<file path="src/core/rsh_regs.svh">
// Register offsets, field positions, reset values and timing counts
`ifndef RSH_REGS_SVH
`define RSH_REGS_SVH

// Register byte offsets on the Wishbone side
`define RSH_OFS_CTRL 8'h00
`define RSH_OFS_TXDATA 8'h04
`define RSH_OFS_RXDATA 8'h08
`define RSH_OFS_STATUS 8'h0c

// Control register fields
`define RSH_CTRL_CODE_LSB 0
`define RSH_CTRL_OP_LSB 6
`define RSH_CTRL_LEN_LSB 8
`define RSH_CTRL_KEEP 16
`define RSH_CTRL_LONG 17

// Status register bits
`define RSH_ST_BUSY 0
`define RSH_ST_TXFULL 1
`define RSH_ST_RXVALID 2
`define RSH_ST_IRQ 3
`define RSH_ST_ERR 4
`define RSH_ST_HOLD 5

// Reset values
`define RSH_RST_BYTE 8'h00
`define RSH_RST_WORD 32'h0000_0000

// Operation selectors and special codes
`define RSH_OP_REG_WR 2'b00
`define RSH_OP_REG_RD 2'b01
`define RSH_OP_FIFO 2'b10
`define RSH_OP_DCMD 2'b11
`define RSH_CODE_FIFO_LOAD 6'h00
`define RSH_CODE_FIFO_READ 6'h3f
`define RSH_FIFO_MAX 96

// Timing: figures in ns, counts in 10 ns cycles
`define RSH_CLK_NS 10
`define RSH_SCLK_MIN_NS 167
`define RSH_NCSL_NS 25
`define RSH_NCSH_NS 300
`define RSH_SSH_NS 100
`define RSH_SCLK_HALF \
  ((`RSH_SCLK_MIN_NS + 2 * `RSH_CLK_NS - 1) / (2 * `RSH_CLK_NS))
`define RSH_NCSL_CYC ((`RSH_NCSL_NS + `RSH_CLK_NS - 1) / `RSH_CLK_NS)
`define RSH_NCSH_CYC ((`RSH_NCSH_NS + `RSH_CLK_NS - 1) / `RSH_CLK_NS)
`define RSH_SSH_CYC ((`RSH_SSH_NS + `RSH_CLK_NS - 1) / `RSH_CLK_NS)

`endif

</file>
<file path="src/core/rsh_pkg.sv">
// Types shared by the serial host controller
package rsh_pkg;

  // Wishbone request from the bus master
  typedef struct packed {
    logic cyc;
    logic stb;
    logic we;
    logic [7:0] adr;
    logic [3:0] sel;
    logic [31:0] dat;
  } rsh_wb_req_t;

  // Wishbone answer to the bus master
  typedef struct packed {
    logic ack;
    logic [31:0] dat;
  } rsh_wb_rsp_t;

  // One queued serial operation
  typedef struct packed {
    logic [1:0] op;
    logic [5:0] code;
    logic [6:0] len;
    logic keep;
    logic long;
  } rsh_cmd_t;

  // Sequencer states, Gray along the usual path up to RSH_SSHI; the return to RSH_IDLE flips all three bits
  typedef enum logic [2:0] {
    RSH_IDLE = 3'b000,
    RSH_LEAD = 3'b001,
    RSH_SHIFT = 3'b011,
    RSH_GAP = 3'b010,
    RSH_TAIL = 3'b110,
    RSH_SSHI = 3'b111,
    RSH_WAITIRQ = 3'b101,
    RSH_HOLD = 3'b100
  } rsh_state_t;

endpackage

</file>
<file path="src/core/rsh_sync.sv">
// Two-stage synchroniser for pin inputs
`timescale 1ns/1ns
module rsh_sync #(
  parameter int W = 1
) (
  // Clock and reset
  input wire logic clk_i,
  input wire logic resetn_i,
  // Asynchronous in, synchronous out
  input wire logic [W-1:0] d_i,
  output logic [W-1:0] q_o
);
  logic [W-1:0] meta;

  // First stage feeds only the second
  always_ff @(posedge clk_i or negedge resetn_i) begin
    if (!resetn_i) begin
      meta <= '0;
      q_o <= '0;
    end else begin
      meta <= d_i;
      q_o <= meta;
    end
  end
endmodule // rsh_sync

</file>
<file path="src/core/rsh_sclk_div.sv">
// Serial clock divider with edge strobes
`timescale 1ns/1ns
module rsh_sclk_div #(
  parameter int HALF = 9
) (
  // Clock and reset
  input wire logic clk_i,
  input wire logic resetn_i,
  // Control
  input wire logic run_i,
  // Serial clock and strobes one cycle before each edge
  output logic sclk_o,
  output logic rise_o,
  output logic fall_o
);
  localparam int CW = (HALF > 1) ? $clog2(HALF) : 1;
  localparam logic [CW-1:0] LAST = CW'(HALF - 1);
  logic [CW-1:0] cnt;
  logic wrap;

  assign wrap = run_i && (cnt == LAST);
  assign rise_o = wrap && !sclk_o;
  assign fall_o = wrap && sclk_o;

  // Half-period counter; clock rests low when stopped
  always_ff @(posedge clk_i or negedge resetn_i) begin
    if (!resetn_i) begin
      cnt <= '0;
      sclk_o <= 1'b0;
    end else if (!run_i) begin
      cnt <= '0;
      sclk_o <= 1'b0;
    end else if (wrap) begin
      cnt <= '0;
      sclk_o <= ~sclk_o;
    end else begin
      cnt <= cnt + 1'b1;
    end
  end
endmodule // rsh_sclk_div

</file>
<file path="src/core/rsh_host.sv">
// Serial host controller for the reader port, Wishbone register side
`timescale 1ns/1ns
`include "rsh_regs.svh"
// Functional notes
// - Bytes of eight; first two bits pick operation.
// - Every byte travels most significant bit first.
// - 00 write, 01 read, six address bits.
// - Device drives on rise, master samples falling.
// - FIFO load: 10, zero code, 1..96 bytes.
// - FIFO read: 10, code all ones.
// - Direct command: one byte, operation 11.
// - No traffic during long command until interrupt.
// - Immediate command may chain without raising select.
// - Master keeps select high while idle.
module rsh_host
  import rsh_pkg::*;
#(
  parameter int HALF = `RSH_SCLK_HALF,
  parameter int FIFO_MAX = `RSH_FIFO_MAX
) (
  // Clock and reset
  input wire logic clk_i,
  input wire logic resetn_i,
  // Wishbone slave
  input wire rsh_wb_req_t wb_req_i,
  output rsh_wb_rsp_t wb_rsp_o,
  // Serial link to the device
  output logic sclk_o,
  output logic ss_n_o,
  output logic mosi_o,
  input wire logic miso_i,
  input wire logic irq_i
);
  localparam logic [5:0] NCSL_LAST = 6'(`RSH_NCSL_CYC - 1);
  localparam logic [5:0] NCSH_LAST = 6'(`RSH_NCSH_CYC - 1);
  localparam logic [5:0] SSH_LAST = 6'(`RSH_SSH_CYC - 1);
  localparam logic [6:0] LEN_MAX = 7'(FIFO_MAX);

  rsh_state_t state;
  rsh_cmd_t cmd, cmd_w;
  logic [1:0] pin_s;
  logic miso_s, irq_s, rise_p, fall_p;
  logic [5:0] tmr;
  logic [6:0] remain;
  logic [2:0] bitcnt;
  logic [7:0] shreg, txdata, rxdata;
  logic hdr, tx_full, rx_valid, err, wb_ack;
  logic [31:0] wb_dat;
  logic [7:0] wb_word;
  logic wb_hit, wr_ctrl, wr_tx, wr_stat, rd_rx;
  logic cmd_ok, can_start, start, is_read;
  logic byte_end, load_tx, load_rx, busy;

  // Pin inputs pass two flip-flops first
  rsh_sync #(.W(2)) u_sync (
    .clk_i(clk_i),
    .resetn_i(resetn_i),
    .d_i({miso_i, irq_i}),
    .q_o(pin_s)
  );
  assign miso_s = pin_s[1];
  assign irq_s = pin_s[0];

  // Serial clock generation
  rsh_sclk_div #(.HALF(HALF)) u_div (
    .clk_i(clk_i),
    .resetn_i(resetn_i),
    .run_i(state == RSH_SHIFT),
    .sclk_o(sclk_o),
    .rise_o(rise_p),
    .fall_o(fall_p)
  );

  // Bus decode
  assign wb_hit = wb_req_i.cyc && wb_req_i.stb && !wb_ack;
  assign wb_word = {wb_req_i.adr[7:2], 2'b00};
  assign wr_ctrl = wb_hit && wb_req_i.we && wb_word == `RSH_OFS_CTRL
    && wb_req_i.sel[2:0] == 3'b111;
  assign wr_tx = wb_hit && wb_req_i.we && wb_word == `RSH_OFS_TXDATA
    && wb_req_i.sel[0];
  assign wr_stat = wb_hit && wb_req_i.we && wb_word == `RSH_OFS_STATUS
    && wb_req_i.sel[0];
  assign rd_rx = wb_hit && !wb_req_i.we && wb_word == `RSH_OFS_RXDATA;

  // Command word taken from the control write
  assign cmd_w.code = wb_req_i.dat[`RSH_CTRL_CODE_LSB +: 6];
  assign cmd_w.op = wb_req_i.dat[`RSH_CTRL_OP_LSB +: 2];
  assign cmd_w.len = wb_req_i.dat[`RSH_CTRL_LEN_LSB +: 7];
  assign cmd_w.keep = wb_req_i.dat[`RSH_CTRL_KEEP];
  assign cmd_w.long = wb_req_i.dat[`RSH_CTRL_LONG];

  // Legal operations only
  always_comb begin
    case (cmd_w.op)
      `RSH_OP_DCMD: cmd_ok = 1'b1;
      `RSH_OP_FIFO: cmd_ok = (cmd_w.code == `RSH_CODE_FIFO_LOAD
        || cmd_w.code == `RSH_CODE_FIFO_READ)
        && cmd_w.len != 7'h00 && cmd_w.len <= LEN_MAX;
      default: cmd_ok = cmd_w.len != 7'h00;
    endcase
  end

  assign can_start = state == RSH_IDLE || state == RSH_HOLD;
  assign start = wr_ctrl && can_start && cmd_ok;
  assign busy = state != RSH_IDLE && state != RSH_HOLD;
  assign is_read = cmd.op == `RSH_OP_REG_RD || (cmd.op == `RSH_OP_FIFO
    && cmd.code == `RSH_CODE_FIFO_READ);
  assign byte_end = state == RSH_SHIFT && fall_p && bitcnt == 3'd7;
  assign load_rx = state == RSH_GAP && remain != 7'h00 && is_read
    && !rx_valid;
  assign load_tx = state == RSH_GAP && remain != 7'h00 && !is_read
    && tx_full;

  // Transfer sequencer
  always_ff @(posedge clk_i or negedge resetn_i) begin
    if (!resetn_i) begin
      state <= RSH_IDLE;
      cmd <= '0;
      ss_n_o <= 1'b1;
      tmr <= 6'h00;
      remain <= 7'h00;
      hdr <= 1'b0;
      bitcnt <= 3'd0;
      shreg <= `RSH_RST_BYTE;
    end else begin
      case (state)
        RSH_IDLE: begin
          if (start) begin
            cmd <= cmd_w;
            ss_n_o <= 1'b0;
            tmr <= 6'h00;
            state <= RSH_LEAD;
          end
        end
        RSH_LEAD: begin
          tmr <= tmr + 6'h01;
          if (tmr == NCSL_LAST) begin
            shreg <= {cmd.op, cmd.code};
            hdr <= 1'b1;
            bitcnt <= 3'd0;
            remain <= (cmd.op == `RSH_OP_DCMD) ? 7'h00 : cmd.len;
            state <= RSH_SHIFT;
          end
        end
        RSH_HOLD: begin
          if (start) begin
            cmd <= cmd_w;
            shreg <= {cmd_w.op, cmd_w.code};
            hdr <= 1'b1;
            bitcnt <= 3'd0;
            remain <= (cmd_w.op == `RSH_OP_DCMD) ? 7'h00 : cmd_w.len;
            state <= RSH_SHIFT;
          end
        end
        RSH_SHIFT: begin
          if (fall_p) begin
            shreg <= {shreg[6:0], miso_s};
            bitcnt <= bitcnt + 3'd1;
            if (bitcnt == 3'd7) begin
              hdr <= 1'b0;
              if (!hdr) begin
                remain <= remain - 7'h01;
              end
              state <= RSH_GAP;
            end
          end
        end
        RSH_GAP: begin
          if (remain == 7'h00) begin
            tmr <= 6'h00;
            if (cmd.op == `RSH_OP_DCMD && cmd.keep && !cmd.long) begin
              state <= RSH_HOLD;
            end else begin
              state <= RSH_TAIL;
            end
          end else if (load_rx) begin
            shreg <= `RSH_RST_BYTE;
            state <= RSH_SHIFT;
          end else if (load_tx) begin
            shreg <= txdata;
            state <= RSH_SHIFT;
          end
        end
        RSH_TAIL: begin
          tmr <= tmr + 6'h01;
          if (tmr == NCSH_LAST) begin
            ss_n_o <= 1'b1;
            tmr <= 6'h00;
            state <= RSH_SSHI;
          end
        end
        RSH_SSHI: begin
          tmr <= tmr + 6'h01;
          if (tmr == SSH_LAST) begin
            if (cmd.op == `RSH_OP_DCMD && cmd.long) begin
              state <= RSH_WAITIRQ;
            end else begin
              state <= RSH_IDLE;
            end
          end
        end
        RSH_WAITIRQ: begin
          if (irq_s) begin
            state <= RSH_IDLE;
          end
        end
        default: begin
          state <= RSH_IDLE;
          ss_n_o <= 1'b1;
        end
      endcase
    end
  end

  // Output bit changes with the rising serial edge, and is cleared to zero while idle
  always_ff @(posedge clk_i or negedge resetn_i) begin
    if (!resetn_i) begin
      mosi_o <= 1'b0;
    end else if (rise_p) begin
      mosi_o <= shreg[7];
    end else if (state == RSH_IDLE) begin
      mosi_o <= 1'b0;
    end
  end

  // Transmit holding byte; writes refused while full
  always_ff @(posedge clk_i or negedge resetn_i) begin
    if (!resetn_i) begin
      txdata <= `RSH_RST_BYTE;
      tx_full <= 1'b0;
    end else if (load_tx) begin
      tx_full <= 1'b0;
    end else if (wr_tx && !tx_full) begin
      txdata <= wb_req_i.dat[7:0];
      tx_full <= 1'b1;
    end
  end

  // Receive holding byte; a new byte wins over the read clear
  always_ff @(posedge clk_i or negedge resetn_i) begin
    if (!resetn_i) begin
      rxdata <= `RSH_RST_BYTE;
      rx_valid <= 1'b0;
    end else if (byte_end && !hdr && is_read) begin
      rxdata <= {shreg[6:0], miso_s};
      rx_valid <= 1'b1;
    end else if (rd_rx) begin
      rx_valid <= 1'b0;
    end
  end

  // Sticky error for refused control writes; set wins over clear
  always_ff @(posedge clk_i or negedge resetn_i) begin
    if (!resetn_i) begin
      err <= 1'b0;
    end else if (wr_ctrl && !(can_start && cmd_ok)) begin
      err <= 1'b1;
    end else if (wr_stat && wb_req_i.dat[`RSH_ST_ERR]) begin
      err <= 1'b0;
    end
  end

  // Bus answer one cycle after the request, dropped the next
  always_ff @(posedge clk_i or negedge resetn_i) begin
    if (!resetn_i) begin
      wb_ack <= 1'b0;
      wb_dat <= `RSH_RST_WORD;
    end else begin
      wb_ack <= wb_hit;
      if (wb_hit && !wb_req_i.we) begin
        case (wb_word)
          `RSH_OFS_CTRL: wb_dat <= {14'h0000, cmd.long, cmd.keep, 1'b0,
            cmd.len, cmd.op, cmd.code};
          `RSH_OFS_TXDATA: wb_dat <= {24'h000000, txdata};
          `RSH_OFS_RXDATA: wb_dat <= {24'h000000, rxdata};
          `RSH_OFS_STATUS: wb_dat <= {26'h0000000, state == RSH_HOLD,
            err, irq_s, rx_valid, tx_full, busy};
          default: wb_dat <= `RSH_RST_WORD;
        endcase
      end
    end
  end
  assign wb_rsp_o = '{ack: wb_ack, dat: wb_dat};
endmodule // rsh_host

</file>
<file path="config.mk">
export PLATFORM = sky130hd
export DESIGN_NAME = rsh_host
export DESIGN_NICKNAME = d
export VERILOG_FILES = /design/src/core/rsh_pkg.sv /design/src/core/rsh_sync.sv /design/src/core/rsh_sclk_div.sv /design/src/core/rsh_host.sv
export VERILOG_INCLUDE_DIRS = /design/src /design/src/core
export SDC_FILE = /design/constraint.sdc
export NUM_CORES = 1
export LEC_CHECK = 0
export BUFFER_PORTS_ARGS = -buffer_cell sky130_fd_sc_hd__buf_2
export CAP_MARGIN = 20
export CORE_MARGIN = 2
export CORE_UTILIZATION = 46
export DETAILED_ROUTE_END_ITERATION = 12
export GPL_ROUTABILITY_DRIVEN = 1
export PLACE_DENSITY = 0.64
export REMOVE_ABC_BUFFERS = 1
export SYNTH_ARGS = -nofsm -noshare
export SYNTH_HDL_FRONTEND = slang
export SYNTH_SLANG_ARGS = --single-unit
</file>
<file path="constraint.sdc">
create_clock -name clk_i -period 5.31 [get_ports clk_i]
set_input_delay 0.2655 -clock clk_i [delete_from_list [all_inputs] [get_ports clk_i]]
set_output_delay 0.2655 -clock clk_i [all_outputs]
set_load 0.02 [all_outputs]
</file>
# After elaboration in Yosys (flattened, before gate mapping)
# Index checks and enable logic that the tools add are counted.
[totals] ff_bits=108 latchBits=0 mem_bits_rw=0 rom_bits=0 in_bits=51 out_inout_bits=36 word_cells=202 mem_count=0
[op_classes] n_addsub=4 n_mul=0 div_mod_pow=0 order_cmp=1 eq_ne=38 shift=0 n_mux=59 n_bitwise=2 n_reduce_logical=74
[ops] op="18-bit case mux with 4 select lines" n=1
[ops] op="7-bit two-way mux" n=7
[ops] op="8-bit two-way mux" n=6
[ops] op="3-bit two-way mux" n=15
[ops] op="1-bit logical AND" n=36
[ops] op="8-bit case mux with 4 select lines" n=1
[ops] op="3-bit case mux with 8 select lines" n=1
[ops] op="6-bit case mux with 4 select lines" n=1
[ops] op="7-bit case mux with 3 select lines" n=1
[ops] op="2-bit inequality test (second input constant)" n=10
[ops] op="3-bit equality test (second input constant)" n=6
[ops] op="6-bit by 2-bit equality test with 1-bit output (second input constant)" n=3
[ops] op="6-bit two-way mux" n=3
[ops] op="1-bit two-way mux" n=16
[ops] op="7-bit nonzero test" n=2
[ops] op="6-bit equality test (second input constant)" n=2
[ops] op="6-bit AND reduction" n=2
[ops] op="2-bit nonzero test" n=5
[ops] op="1-bit zero test" n=9
[ops] op="3-bit case mux with 3 select lines" n=1
[ops] op="9-bit AND reduction" n=1
[ops] op="2-bit equality test (second input constant)" n=4
[ops] op="8-bit zero test" n=1
[ops] op="4-bit two-way mux" n=2
[ops] op="30 further kinds" n=42

# Longest topological paths before layout
# Gate-level depths: netlist (run 1).
[logic_depth] depth_word=10 ltp_mapped=10 mapped_depth_nobuf=8

# By module
# From an unflattened synthesis (run 1), not the netlist that was laid out.
[hier_totals] cells_unflattened=480 hier_area_um2=5016.1
[by_module_without_submodules] module="rsh_host" instances=1 cells_each=449 area_per_inst_um2=4642.0
[by_module_without_submodules] module="rsh_sclk_div" instances=1 cells_each=27 area_per_inst_um2=274.0
[by_module_without_submodules] module="rsh_sync" instances=1 cells_each=4 area_per_inst_um2=100.1

# Least setup slack after synthesis (run 1)
# Ideal clock, no wire load.
[synth_path] kind="register to register" startpoint="register remain[0]" endpoint="register state[1]" setup_time_ps=138 arrival_time_ps=2303 required_ps=5172 slack_ps=2869 path_stages_with_launch=9 n_path_buf=1 cell_sequence="dfrtp_1 -> inv_1 -> ha_1 -> or3b_1 -> or4_1 -> clkbuf_1 -> or4_1 -> a32oi_1 -> o211ai_1"
[synth_between] elab_chain_len=7 word_cells_on_any_way=12
[synth_rtl] element="start: declaration" line="rsh_host.sv:44" text="logic [6:0] remain;"
[synth_rtl] element="start signal: assignment" line="rsh_host.sv:141" text="remain <= (cmd.op == `RSH_OP_DCMD) ? 7'h00 : cmd.len;"
[synth_rtl] element="start signal: assignment" line="rsh_host.sv:151" text="remain <= (cmd_w.op == `RSH_OP_DCMD) ? 7'h00 : cmd_w.len;"
[synth_rtl] element="start signal: assignment" line="rsh_host.sv:162" text="remain <= remain - 7'h01;"
[synth_rtl] element="7-bit nonzero test" line="rsh_host.sv:109, rsh_host.sv:111"
[synth_rtl] element="1-bit logical AND" line="rsh_host.sv:109, rsh_host.sv:111"
[synth_rtl] element="1-bit logical AND" line="rsh_host.sv:109" text="assign load_rx = state == RSH_GAP && remain != 7'h00 && is_read"
[synth_rtl] element="1-bit logical AND" line="rsh_host.sv:110" text="&& !rx_valid;"
[synth_rtl] element="3-bit two-way mux" line="rsh_host.sv:176" text="end else if (load_rx) begin"
[synth_rtl] element="3-bit two-way mux" line="rsh_host.sv:169" text="if (remain == 7'h00) begin"
[synth_rtl] element="3-bit case mux with 8 select lines" line="rsh_host.sv:126" text="case (state)"
[synth_rtl] element="end signal: assignment" line="rsh_host.sv:172" text="state <= RSH_HOLD;"
[synth_rtl] element="end signal: assignment" line="rsh_host.sv:174" text="state <= RSH_TAIL;"
[synth_rtl] element="end signal: assignment" line="rsh_host.sv:178" text="state <= RSH_SHIFT;"
[synth_rtl] element="end: declaration" line="rsh_host.sv:39" text="rsh_state_t state;"
# Several ways; a longest one is shown, not always the timed one.
# A chain may end at the register's enable or synchronous reset.

# Worst setup path in the final report (run 1)
[layout_path] startpoint="register state[0]" endpoint="register shreg[0]"
[layout_between] elab_chain_len=7 word_cells_on_any_way=25
[layout_rtl] element="start signal: assignment" line="rsh_host.sv:117" text="state <= RSH_IDLE;"
[layout_rtl] element="start signal: assignment" line="rsh_host.sv:132" text="state <= RSH_LEAD;"
[layout_rtl] element="start signal: assignment" line="rsh_host.sv:142" text="state <= RSH_SHIFT;"
[layout_rtl] element="3-bit by 2-bit equality test with 1-bit output" line="rsh_host.sv:109, rsh_host.sv:111, rsh_host.sv:126"
[layout_rtl] element="1-bit logical AND" line="rsh_host.sv:109, rsh_host.sv:111"
[layout_rtl] element="1-bit logical AND" line="rsh_host.sv:109"
[layout_rtl] element="1-bit logical AND" line="rsh_host.sv:110"
[layout_rtl] element="8-bit two-way mux" line="rsh_host.sv:176"
[layout_rtl] element="8-bit two-way mux" line="rsh_host.sv:169"
[layout_rtl] element="8-bit case mux with 4 select lines" line="rsh_host.sv:126"
[layout_rtl] element="end signal: assignment" line="rsh_host.sv:124" text="shreg <= `RSH_RST_BYTE;"
[layout_rtl] element="end signal: assignment" line="rsh_host.sv:177" text="shreg <= `RSH_RST_BYTE;"
[layout_rtl] element="end signal: assignment" line="rsh_host.sv:180" text="shreg <= txdata;"
[layout_rtl] element="end: declaration" line="rsh_host.sv:46" text="logic [7:0] shreg, txdata, rxdata;"
# Several ways; a longest one is shown, not always the timed one. The select of a mux whose other input is x is not followed.

==> results of run 1 <==
[cell families after synthesis]
| kind of cell | synth area share |
|---|---|
| other | 0.0007373 |
| adder cells (fa/ha/maj) | 0.01968 |
| buffers and inverters | 0.06740 |
| XOR/XNOR | 0.006889 |
| AND/OR/NAND/NOR | 0.1260 |
| multiplexers | 0.1215 |
| flip-flops | 0.4578 |
| AO/OA/AOI/OAI | 0.2000 |
[sequential cells by signal (all words and copies together), names as in the netlist]
| register | cells |
|---|---|
| u_sync.q_o | 2 |
| err | 1 |
| state | 3 |
| mosi_o | 1 |
| wb_dat | 17 |
| bitcnt | 3 |
| u_sync.meta | 2 |
| ss_n_o | 1 |
| rx_valid | 1 |
| tmr | 6 |
| u_div.cnt | 4 |
| cmd | 17 |
| hdr | 1 |
| tx_full | 1 |
| shreg | 8 |
| wb_ack | 1 |
| remain | 7 |
| txdata | 8 |
| rxdata | 8 |
| u_div.sclk_o | 1 |
[cell usage after synthesis, drive strengths merged (3+ instances only)]
cell type | number | area (um2)
a32oi | 4 | 35.03
a21oi | 9 | 45.04
nor2 | 20 | 75.07
nand4 | 6 | 37.54
inv | 22 | 82.58
a221o | 10 | 100.1
a2bb2oi | 9 | 78.83
mux2 | 34 | 412.9
nand3 | 7 | 35.03
a31oi | 3 | 18.77
mux2i | 7 | 70.07
buf | 25 | 192.7
nand3b | 3 | 22.52
and2 | 5 | 31.28
nand2b | 4 | 25.02
nor2b | 6 | 37.54
o221ai | 5 | 43.79
a22o | 21 | 183.9
mux4 | 6 | 135.1
xnor2 | 3 | 26.28
a221oi | 3 | 26.28
o2bb2ai | 9 | 78.83
nor3 | 7 | 35.03
nor4 | 7 | 43.79
ha | 8 | 100.1
or4 | 6 | 45.04
and3 | 5 | 31.28
o21ai | 33 | 165.2
o22ai | 4 | 25.02
a21o | 3 | 22.52
dfrtp | 92 | 2302
clkbuf | 18 | 67.56
nand2 | 36 | 135.1
[per-layer routing]
layer | vias up | part of all wire | GRT usage
met5 | - | 0 | 0
met4 | 0 | 0.019 | 0.08425
met3 | 18 | 0.057 | 0.02989
met2 | 130 | 0.46 | 0.3190
met1 | 1906 | 0.47 | 0.3004
li1 | 1840 | - | -
[power breakdown]
group          leakage (nW)  switching (mW)  internal [mW]  total (mW)
combinational          1.30          0.0750         0.0450       0.120
clock                0.0827           0.268          0.174       0.442
sequential             1.21         0.00784          0.718       0.726
total                  2.59           0.351          0.936        1.29
[area by class of cell]
cell class | instances | area share
Multi-Input combinational cell | 330 | 0.4426
Sequential cell | 93 | 0.4177
Timing Repair Buffer | 62 | 0.06150
Tap cell | 140 | 0.03143
Clock buffer | 10 | 0.02290
Inverter | 22 | 0.01481
Clock inverter | 6 | 0.008979
[worst max-delay path by stage]
stage	from	end	slack (ps)	cells past startpoint
final	state[0]	shreg[0]	2290	7
after global routing	state[0]	shreg[0]	2140	7
after CTS	state[0]	shreg[1]	2290	7
after detailed placement	wb_req_i[11]	shreg[2]	2220	7
after global placement	wb_req_i[11]	shreg[0]	2240	7
after floorplan	state[1]	shreg[0]	2350	6
[stage by stage]
stage               utilization  total power, mW
floorplan                     -           0.8020
global placement         0.4972           0.8566
detailed placement       0.4972           0.8583
CTS                      0.5165            1.295
global route             0.5165            1.339
finish                   0.5165            1.287
==> metrics, run 1 <==
actual transition at the worst max-transition pin 906.0 ps; Worst Path Required 5560 ps; Core ar. 10,790 um2; Max Cap Violations 0; WS Path Type reg -> reg; Final min period 3021 ps; clock latency on the worst-skew pair 370 ps; DP Worst Slack 2225 ps; Slew Viols, Final 0; Post-Route WL 12,060 um; Die Ht 109.2 um; dpl cells 644; Initial Utilization 0.4712; vias per cell 5.873; largest net degree at the start of global routing 64; Most used DFF post-synth dfrtp_1; Placed Area 5366 um2; CTS Hold Bufs 3; HP Class in -> reg; routed length per instance 18.19 um; leakage 2.585 nW; root buffer cell clkbuf_8; CP cell instances buf_4 > or2_2 > a21o_1 > nor3_1 > and2_1 > o22a_4 > mux2_4; GP Congestion 0.8132; Reg-to-Reg End shreg[0]; Yosys cell types 65; FP Rows 38; post-DP HPWL 8472 um; CP max-delay cell and2_1; Clock transition at path regs 90 ps; CTS tree built; crit share post-route 0.5689; setup TNS 0 ps; Synth-to-Final Area Change 9.594%; EDFF count, synth 0; status finished, final reports clean; cell depth of the worst flop-to-flop path 7; Final Cell Area 5574 um2; die footprint 11,910 um2; Mean Syn Cell Area 10.73 um2; worst hold slack 150.9 ps; Final Net Count 577; Iteration-0 DRC Markers 447; Ports 87; CTS H-tree depth 3; non-filler cells, final 663; grt ovf 0; cell count after synthesis 474; Clock Sinks 93; Seq/Total Area, Yosys 0.4578; most common cell after layout, fill and taps aside dfrtp_1; die width 109.2 um; initial antenna violation count 0; first drt pass iteration count 5; Power Density 230.9 nW/um2; first-pass GRT wire length 19,220 um; share of cells above drive strength 1 0.2314; via count 3,894; fillers 967; Cell Area, Synth 5086 um2; critical path data arrival time 3270 ps; Hold Crit Start wb_req_i[16]; Rel. slew slack 0.3960; most frequent cells in the layout 92 x dfrtp_1, 52 x buf_2, 36 x nand2_1, 32 x o21ai_0, 26 x mux2_2; final setup fails 0; clock buffer count from CTS 9; Critical R2R Launch state[0]; Max Clock Freq 331.0 MHz; element type at the critical path end flip-flop; RSZ-0062 raised after global routing false; maximum vdd ir drop 0.1007 mV; Routed Antenna Nets 0; All-Layer GR Usage 0.2095; Hold EP cmd[1]; Final Skew 14.63 ps; Worst Slack Setup Final 2289 ps; DRC 0; maximum fanout along the worst path 23; PostCTS Resize Cnt 0; Ant. Diodes 0; Sequential Area 2328 um2; post-CTS setup buffers 0; R2R Setup Slk 2290 ps; buffer depth of the longest clock path 2; Largest stage delay, worst path 780 ps; FFs w/ async S/R, synth 1.000; vias in the first global route 3,669; Hold Path Depth 2; CP delay by family, top simple AND/OR/NAND/NOR gates; area of the multi-input gates 2467 um2; yosys warns 0; IO buf count 53; Crit path buffers/inverters 1; Critical Path Start Type flip-flop; Hold Vio Cnt, Final 0; Synth Register Bits 93
No activity file was read; power rests on OpenSTA's default activity.
==> run 2, diff against run 1 <==
==> constraint.sdc (replaced) <==
create_clock -name clk_i -period 2.8 [get_ports clk_i]
set_input_delay 0.14 -clock clk_i [delete_from_list [all_inputs] [get_ports clk_i]]
set_output_delay 0.14 -clock clk_i [all_outputs]
set_load 0.02 [all_outputs]
==> run 2 against run 1 <==
  * Routed wire length rose by 2.0%
  * First-iteration DRC count fell by 14%
  * Via count rose by 2.7%
  * Utilization rose by 1.4 points
  * Clock power rose by 120%
  * Die area did not move
  * Setup slack got worse by 2100 ps
  * Non-clock buffer count rose by 13
  * Critical endpoint is now state[1]
==> metrics, run 2 (synthesized netlist as in run 1, its figures left out) <==
biggest regs cmd (17), wb_dat (17); Die Ht 109.2 um (unchanged); actual transition at the worst max-transition pin 821.4 ps (-84.65 ps); most common cell after layout, fill and taps aside dfrtp_1; PostCTS Resize Cnt 0 (unchanged); Post-Route WL 12,310 um (+2.0%); total power 2.599 mW (+100%); IO buf count 53 (unchanged); Hold Vio Cnt, Final 0 (unchanged); clock buffer count from CTS 9 (unchanged); DRC 0 (unchanged); Clock transition at path regs 90 ps (about the same); first-pass GRT wire length 20,130 um (+4.7%); CTS Hold Bufs 3 (unchanged); grt ovf 0 (unchanged); largest net degree at the start of global routing 94 (+47%); vias in the first global route 3,885 (+5.9%); Max Cap Violations 0 (unchanged); Final min period 2654 ps (-367.3 ps); via count 3,999 (+2.7%); Placed Area 5477 um2 (+2.1%); post-CTS setup buffers 0 (unchanged); Slew Viols, Final 0 (unchanged); Synth-to-Final Area Change 12.50%; share of cells above drive strength 1 0.2500 (+0.01864); area of the multi-input gates 2467 um2 (unchanged); element type at the critical path end flip-flop; buffer depth of the longest clock path 2 (unchanged); RSZ-0062 raised after global routing false; Critical Path Start Type flip-flop; most frequent CP cell or4_1; Worst Path Required 3030 ps (-2530 ps); most frequent cells in the layout 92 x dfrtp_1, 52 x buf_2, 36 x nand2_1, 32 x o21ai_0, 26 x mux2_2; fillers 984 (+1.8%); maximum vdd ir drop 0.2350 mV (+130%); Final Skew 8.374 ps (-6.258 ps); All-Layer GR Usage 0.2177 (+0.008218); HP Class in -> reg; root buffer cell clkbuf_8; CP max-delay cell or4_1; clock latency on the worst-skew pair 360 ps (about the same); Iteration-0 DRC Markers 384 (-14%); Rel. slew slack 0.4491 (+0.05313); Core ar. 10,790 um2 (unchanged); DP Worst Slack 180.0 ps (-2045 ps); die footprint 11,910 um2 (unchanged); Power Density 454.3 nW/um2 (+97%); Max Clock Freq 376.8 MHz (+14%); Worst Slack Setup Final 146.4 ps (-2143 ps); maximum fanout along the worst path 7 (-70%); Clock Sinks 93 (unchanged); Largest stage delay, worst path 560 ps (-220 ps); final setup fails 0 (unchanged); Initial Utilization 0.4712 (unchanged); WS Path Type reg -> reg; leakage 2.674 nW (+3.4%); GP Congestion 0.8578 (+5.5%); Ports 87 (unchanged); status finished, final reports clean; post-DP HPWL 8789 um (+3.7%); Final Net Count 590 (+2.3%); FP Rows 38 (unchanged); critical path data arrival time 2880 ps (-390 ps); non-filler cells, final 676 (+2.0%); CTS tree built; crit share post-route 0.9477 (+0.3788); Ant. Diodes 0 (unchanged); Sequential Area 2328 um2 (unchanged); setup TNS 0 ps (unchanged); die width 109.2 um (unchanged); initial antenna violation count 0 (unchanged); routed length per instance 18.20 um (about the same); vias per cell 5.916 (+0.72%); first drt pass iteration count 5 (unchanged); Routed Antenna Nets 0 (unchanged); Final Cell Area 5722 um2 (+2.6%); CP cell instances inv_1 > ha_1 > or3b_1 > or4_1 > or4_1 > a32oi_1 > o211ai_1; dpl cells 657 (+2.0%); CTS H-tree depth 3 (unchanged)
## run 2: cell count changes in the layout (fill, tap and decap cells not counted)
cell / delta
clkinvlp_4: +1
clkinv_4: -4
clkinv_2: +1
buf_12: +1
bufinv_16: +2
buf_4: +12
## run 2: area by class of cell
class	instances	area share
Tap cell	140	0.03061
Clock inverter	6	0.01531
Timing Repair Buffer	75	0.07916
Clock buffer	10	0.02230
Multi-Input combinational cell	330	0.4312
Inverter	22	0.01443
Sequential cell	93	0.4070
## run 2: layer usage
metal | vias to the layer above | track usage | share of wire
met5 | - | 0 | 0
met4 | 0 | 0.07784 | 0.013
met3 | 13 | 0.02690 | 0.056
met2 | 123 | 0.3341 | 0.47
met1 | 1987 | 0.3166 | 0.46
li1 | 1876 | - | -
## run 2: final timing paths
kind / startpoint / endpoint / slack, ps / cells after the start
hold / removal: wb_req_i[17] / cmd[0] / 30 / 2
min in group asynchronous: resetn_i / u_sync.meta[1] / 370 / 3
setup reg to reg: remain[0] / state[1] / 150 / 7
max in group asynchronous: resetn_i / wb_dat[17] / 2060 / 3
setup / recovery: remain[0] / state[1] / 150 / 7
hold reg to reg: u_sync.meta[1] / u_sync.q_o[1] / 350 / 0
## run 2: critical path: cells and delay by family, from the launching register on
kind	cells	cell delay (ps)
compound gates	2	320
flops	1	390
buf+inv	1	120
simple gates	3	1500
fa+ha+maj	1	200
## run 2: power by group
group / total [mW] / internal, mW / switching, mW / leakage [nW]
registers: 1.38 / 1.36 / 0.0159 / 1.21
logic: 0.236 / 0.0913 / 0.145 / 1.37
clock network: 0.986 / 0.502 / 0.484 / 0.0985
total: 2.60 / 1.95 / 0.645 / 2.67
## run 2: through the flow
stage            util  hold WS, ps
2_1_floorplan       -       -155.6
3_3_place_gp   0.5074        227.0
3_5_place_dp   0.5074        235.5
4_1_cts        0.5301        12.55
5_1_grt        0.5301        6.546
6_report       0.5301        28.41
==> run 3, diff against run 2 <==
--- a/config.mk
+++ b/config.mk
@@ -6,14 +6,17 @@
 export SDC_FILE = /design/constraint.sdc
 export NUM_CORES = 1
 export LEC_CHECK = 0
+export ABC_AREA = 1
 export BUFFER_PORTS_ARGS = -buffer_cell sky130_fd_sc_hd__buf_2
 export CAP_MARGIN = 20
 export CORE_MARGIN = 2
 export CORE_UTILIZATION = 46
 export DETAILED_ROUTE_END_ITERATION = 12
 export GPL_ROUTABILITY_DRIVEN = 1
+export MAX_ROUTING_LAYER = met4
 export PLACE_DENSITY = 0.64
 export REMOVE_ABC_BUFFERS = 1
 export SYNTH_ARGS = -nofsm -noshare
 export SYNTH_HDL_FRONTEND = slang
+export SYNTH_HIERARCHICAL = 1
 export SYNTH_SLANG_ARGS = --single-unit
==> run 3 against run 2 <==
  * Total power is 78% higher
  * Worst hold slack worse by 16 ps
  * Clock power is 5% higher
  * Critical path type unchanged
==> metrics, run 3 <==
status finished, final reports clean; actual transition at the worst max-transition pin 627.9 ps (-193.4 ps); FP Rows 38 (unchanged); Final Skew 12.45 ps (+4.075 ps); yosys warns 6 (+6); initial antenna violation count 0 (unchanged); die width 109.6 um (+0.44%); largest net degree at the start of global routing 47 (-50%); die footprint 12,020 um2 (+0.88%); Ant. Diodes 0 (unchanged); Synth-to-Final Area Change 11.87%; EDFF count, synth 0 (unchanged); Crit path buffers/inverters 2 (+1); Seq/Total Area, Yosys 0.4537 (-0.004129); Synth Register Bits 93 (unchanged); grt ovf 0 (unchanged); Most used DFF post-synth dfrtp_1; Post-Route WL 12,190 um (-0.90%); WS Path Type reg -> reg; Mean Syn Cell Area 7.788 um2 (-27%); FFs w/ async S/R, synth 1.000 (unchanged); Worst Slack Setup Final 615.5 ps (+469.1 ps); Ports 87 (unchanged); Hold Vio Cnt, Final 0 (unchanged); Reg-to-Reg End shreg[4]; via count 4,468 (+12%); Clock Sinks 93 (unchanged); maximum vdd ir drop 0.4116 mV (+75%); All-Layer GR Usage 0.2292 (+0.01147); CP max-delay cell dfrtp_1; DP Worst Slack 620.5 ps (+440.5 ps); most area-consuming cells after synthesis dfrtp_1 45%, nand2_1 14%, inv_1 6.3%; share of Yosys cell area claimed by the top area cell type 0.4486 (-0.004083); final setup fails 0 (unchanged); Hold Crit Start wb_req_i[16]; CP delay by family, top simple AND/OR/NAND/NOR gates; Routed Antenna Nets 0 (unchanged); cell count after synthesis 659 (+39%); routed length per instance 14.15 um (-22%); CP cell instances inv_1 > ha_1 > inv_1 > nor2_1 > nand2_1 > nor2_1 > nor2_4 > nand3_2 > nand3_1 > nand4_2 > nand2_1 > nand2_1; share of cells above drive strength 1 0.1440 (-0.1060); crit share post-route 0.7802 (-0.1675); buffer depth of the longest clock path 2 (unchanged); biggest regs cmd (17), wb_dat (17); post-DP HPWL 9135 um (+3.9%); first-pass GRT wire length 20,400 um (+1.3%); post-CTS setup buffers 0 (unchanged); top-count cell post-synth nand2_1; cell depth of the worst flop-to-flop path 12 (+5); Final Cell Area 5742 um2 (+0.35%); Max Cap Violations 0 (unchanged); Iteration-0 DRC Markers 302 (-21%); Core ar. 10,840 um2 (+0.44%); Critical Path Start Type flip-flop; GP Congestion 0.9391 (+9.5%); Slew Viols, Final 0 (unchanged); Initial Utilization 0.4735 (+0.002204); element type at the critical path end flip-flop; fillers 1,057 (+7.4%); worst hold slack 12.38 ps (-16.04 ps); vias in the first global route 4,313 (+11%); IO buf count 53 (unchanged); setup TNS 0 ps (unchanged); total power 4.639 mW (+78%); Worst Path Required 3080 ps (+50 ps); most common cell after layout, fill and taps aside nand2_1; Cell Area, Synth 5132 um2 (+0.91%); Placed Area 5482 um2 (about the same); HP Class in -> reg; leakage 3.029 nW (+13%); final core utilization 0.5297 (about the same); Post-synth top cells 190 x nand2_1, 92 x dfrtp_1, 86 x inv_1; Hold EP cmd[1]; CTS H-tree depth 3 (unchanged); Final min period 2185 ps (-469.1 ps); Rel. slew slack 0.5791 (+0.1300); RSZ-0062 raised after global routing false; Largest stage delay, worst path 380 ps (-180 ps); Critical R2R Launch remain[0]; Clock transition at path regs 90 ps (about the same); CTS tree built; vias per cell 5.183 (-12%); critical path data arrival time 2460 ps (-420 ps); non-filler cells, final 862 (+28%); Final Net Count 776 (+32%); Hold Path Depth 3 (+1); clock latency on the worst-skew pair 390 ps (+30 ps); DRC 0 (unchanged); root buffer cell clkbuf_8; R2R Setup Slk 620 ps (+470 ps); dpl cells 843 (+28%); Die Ht 109.6 um (+0.44%); Max Clock Freq 457.8 MHz (+21%); cell taking the most area after synthesis dfrtp_1; maximum fanout along the worst path 9 (+2); clock buffer count from CTS 9 (unchanged); most frequent cells in the layout 190 x nand2_1, 92 x dfrtp_1, 86 x inv_1, 63 x nor2_1, 52 x buf_2; most frequent CP cell nand2_1; Yosys cell types 46 (-29%); first drt pass iteration count 6 (+1); Power Density 807.9 nW/um2 (+78%)
run 3: timing repair:
item / 4_1_cts / 5_1_grt
endpoints found under the hold margin: 45 / 0
resized for setup: 0 / 0
hold buffers: 3 / 0
run 3: area by class of cell:
type / instances / area (um2) / area share
repair buffers: 61 / 335.3 / 0.05840
well taps: 140 / 175.2 / 0.03051
clock inverters: 6 / 92.59 / 0.01613
inverters: 89 / 336.6 / 0.05862
clock buffers: 10 / 137.6 / 0.02397
multi-input cells: 463 / 2336 / 0.4068
flip-flops and latches: 93 / 2328 / 0.4055
run 3: how the worst max path moves through the flow:
stage                end  slack (ps)  cells after the start      start
2_1_floorplan   state[2]         830                     10     wb_ack
5_1_grt         shreg[1]         370                     12  remain[0]
4_1_cts        bitcnt[1]         610                      8   state[0]
3_3_place_gp   bitcnt[0]         630                      8   state[0]
3_5_place_dp   bitcnt[1]         620                      8   state[0]
6_report        shreg[4]         620                     12  remain[0]
run 3: worst register-to-register path, cell delays in order, from the launching register on:
cell and delay [ps]:
dfrtp_1 380, inv_1 80, ha_1 220, inv_1 60
nor2_1 50, nand2_1 120, nor2_1 110, nor2_4 170
nand3_2 230, nand3_1 210, nand4_2 260, nand2_1 150
nand2_1 70
run 3: logic make-up after synthesis:
group | Yosys count | share of synthesized area
and+or+nand+nor | 327 | 0.2835
buffers and inverters | 117 | 0.1014
AOI/OAI and AO/OA | 105 | 0.1260
DFF | 93 | 0.4537
adders and majority gates | 8 | 0.01950
xor gates and xnor gates | 5 | 0.008532
muxes | 3 | 0.006582
other | 1 | 0.0007306
run 3: report_power, final:
group | switching (mW) | leakage, nW | internal [mW]
sequential | 0.190 | 1.18 | 1.54
clock | 0.504 | 0.110 | 0.533
combinational | 1.27 | 1.74 | 0.600
total | 1.97 | 3.03 | 2.67
run 3: routing by layer:
metal  wire, um  track usage  part of all wire  vias to the layer above
li1           -            -                 -                     2215
met1       5516       0.2861              0.45                     2117
met2       5894       0.3699              0.48                      113
met3        511      0.04031             0.042                       23
met4        272      0.09313             0.022                        0
met5          0            -                 0                        -
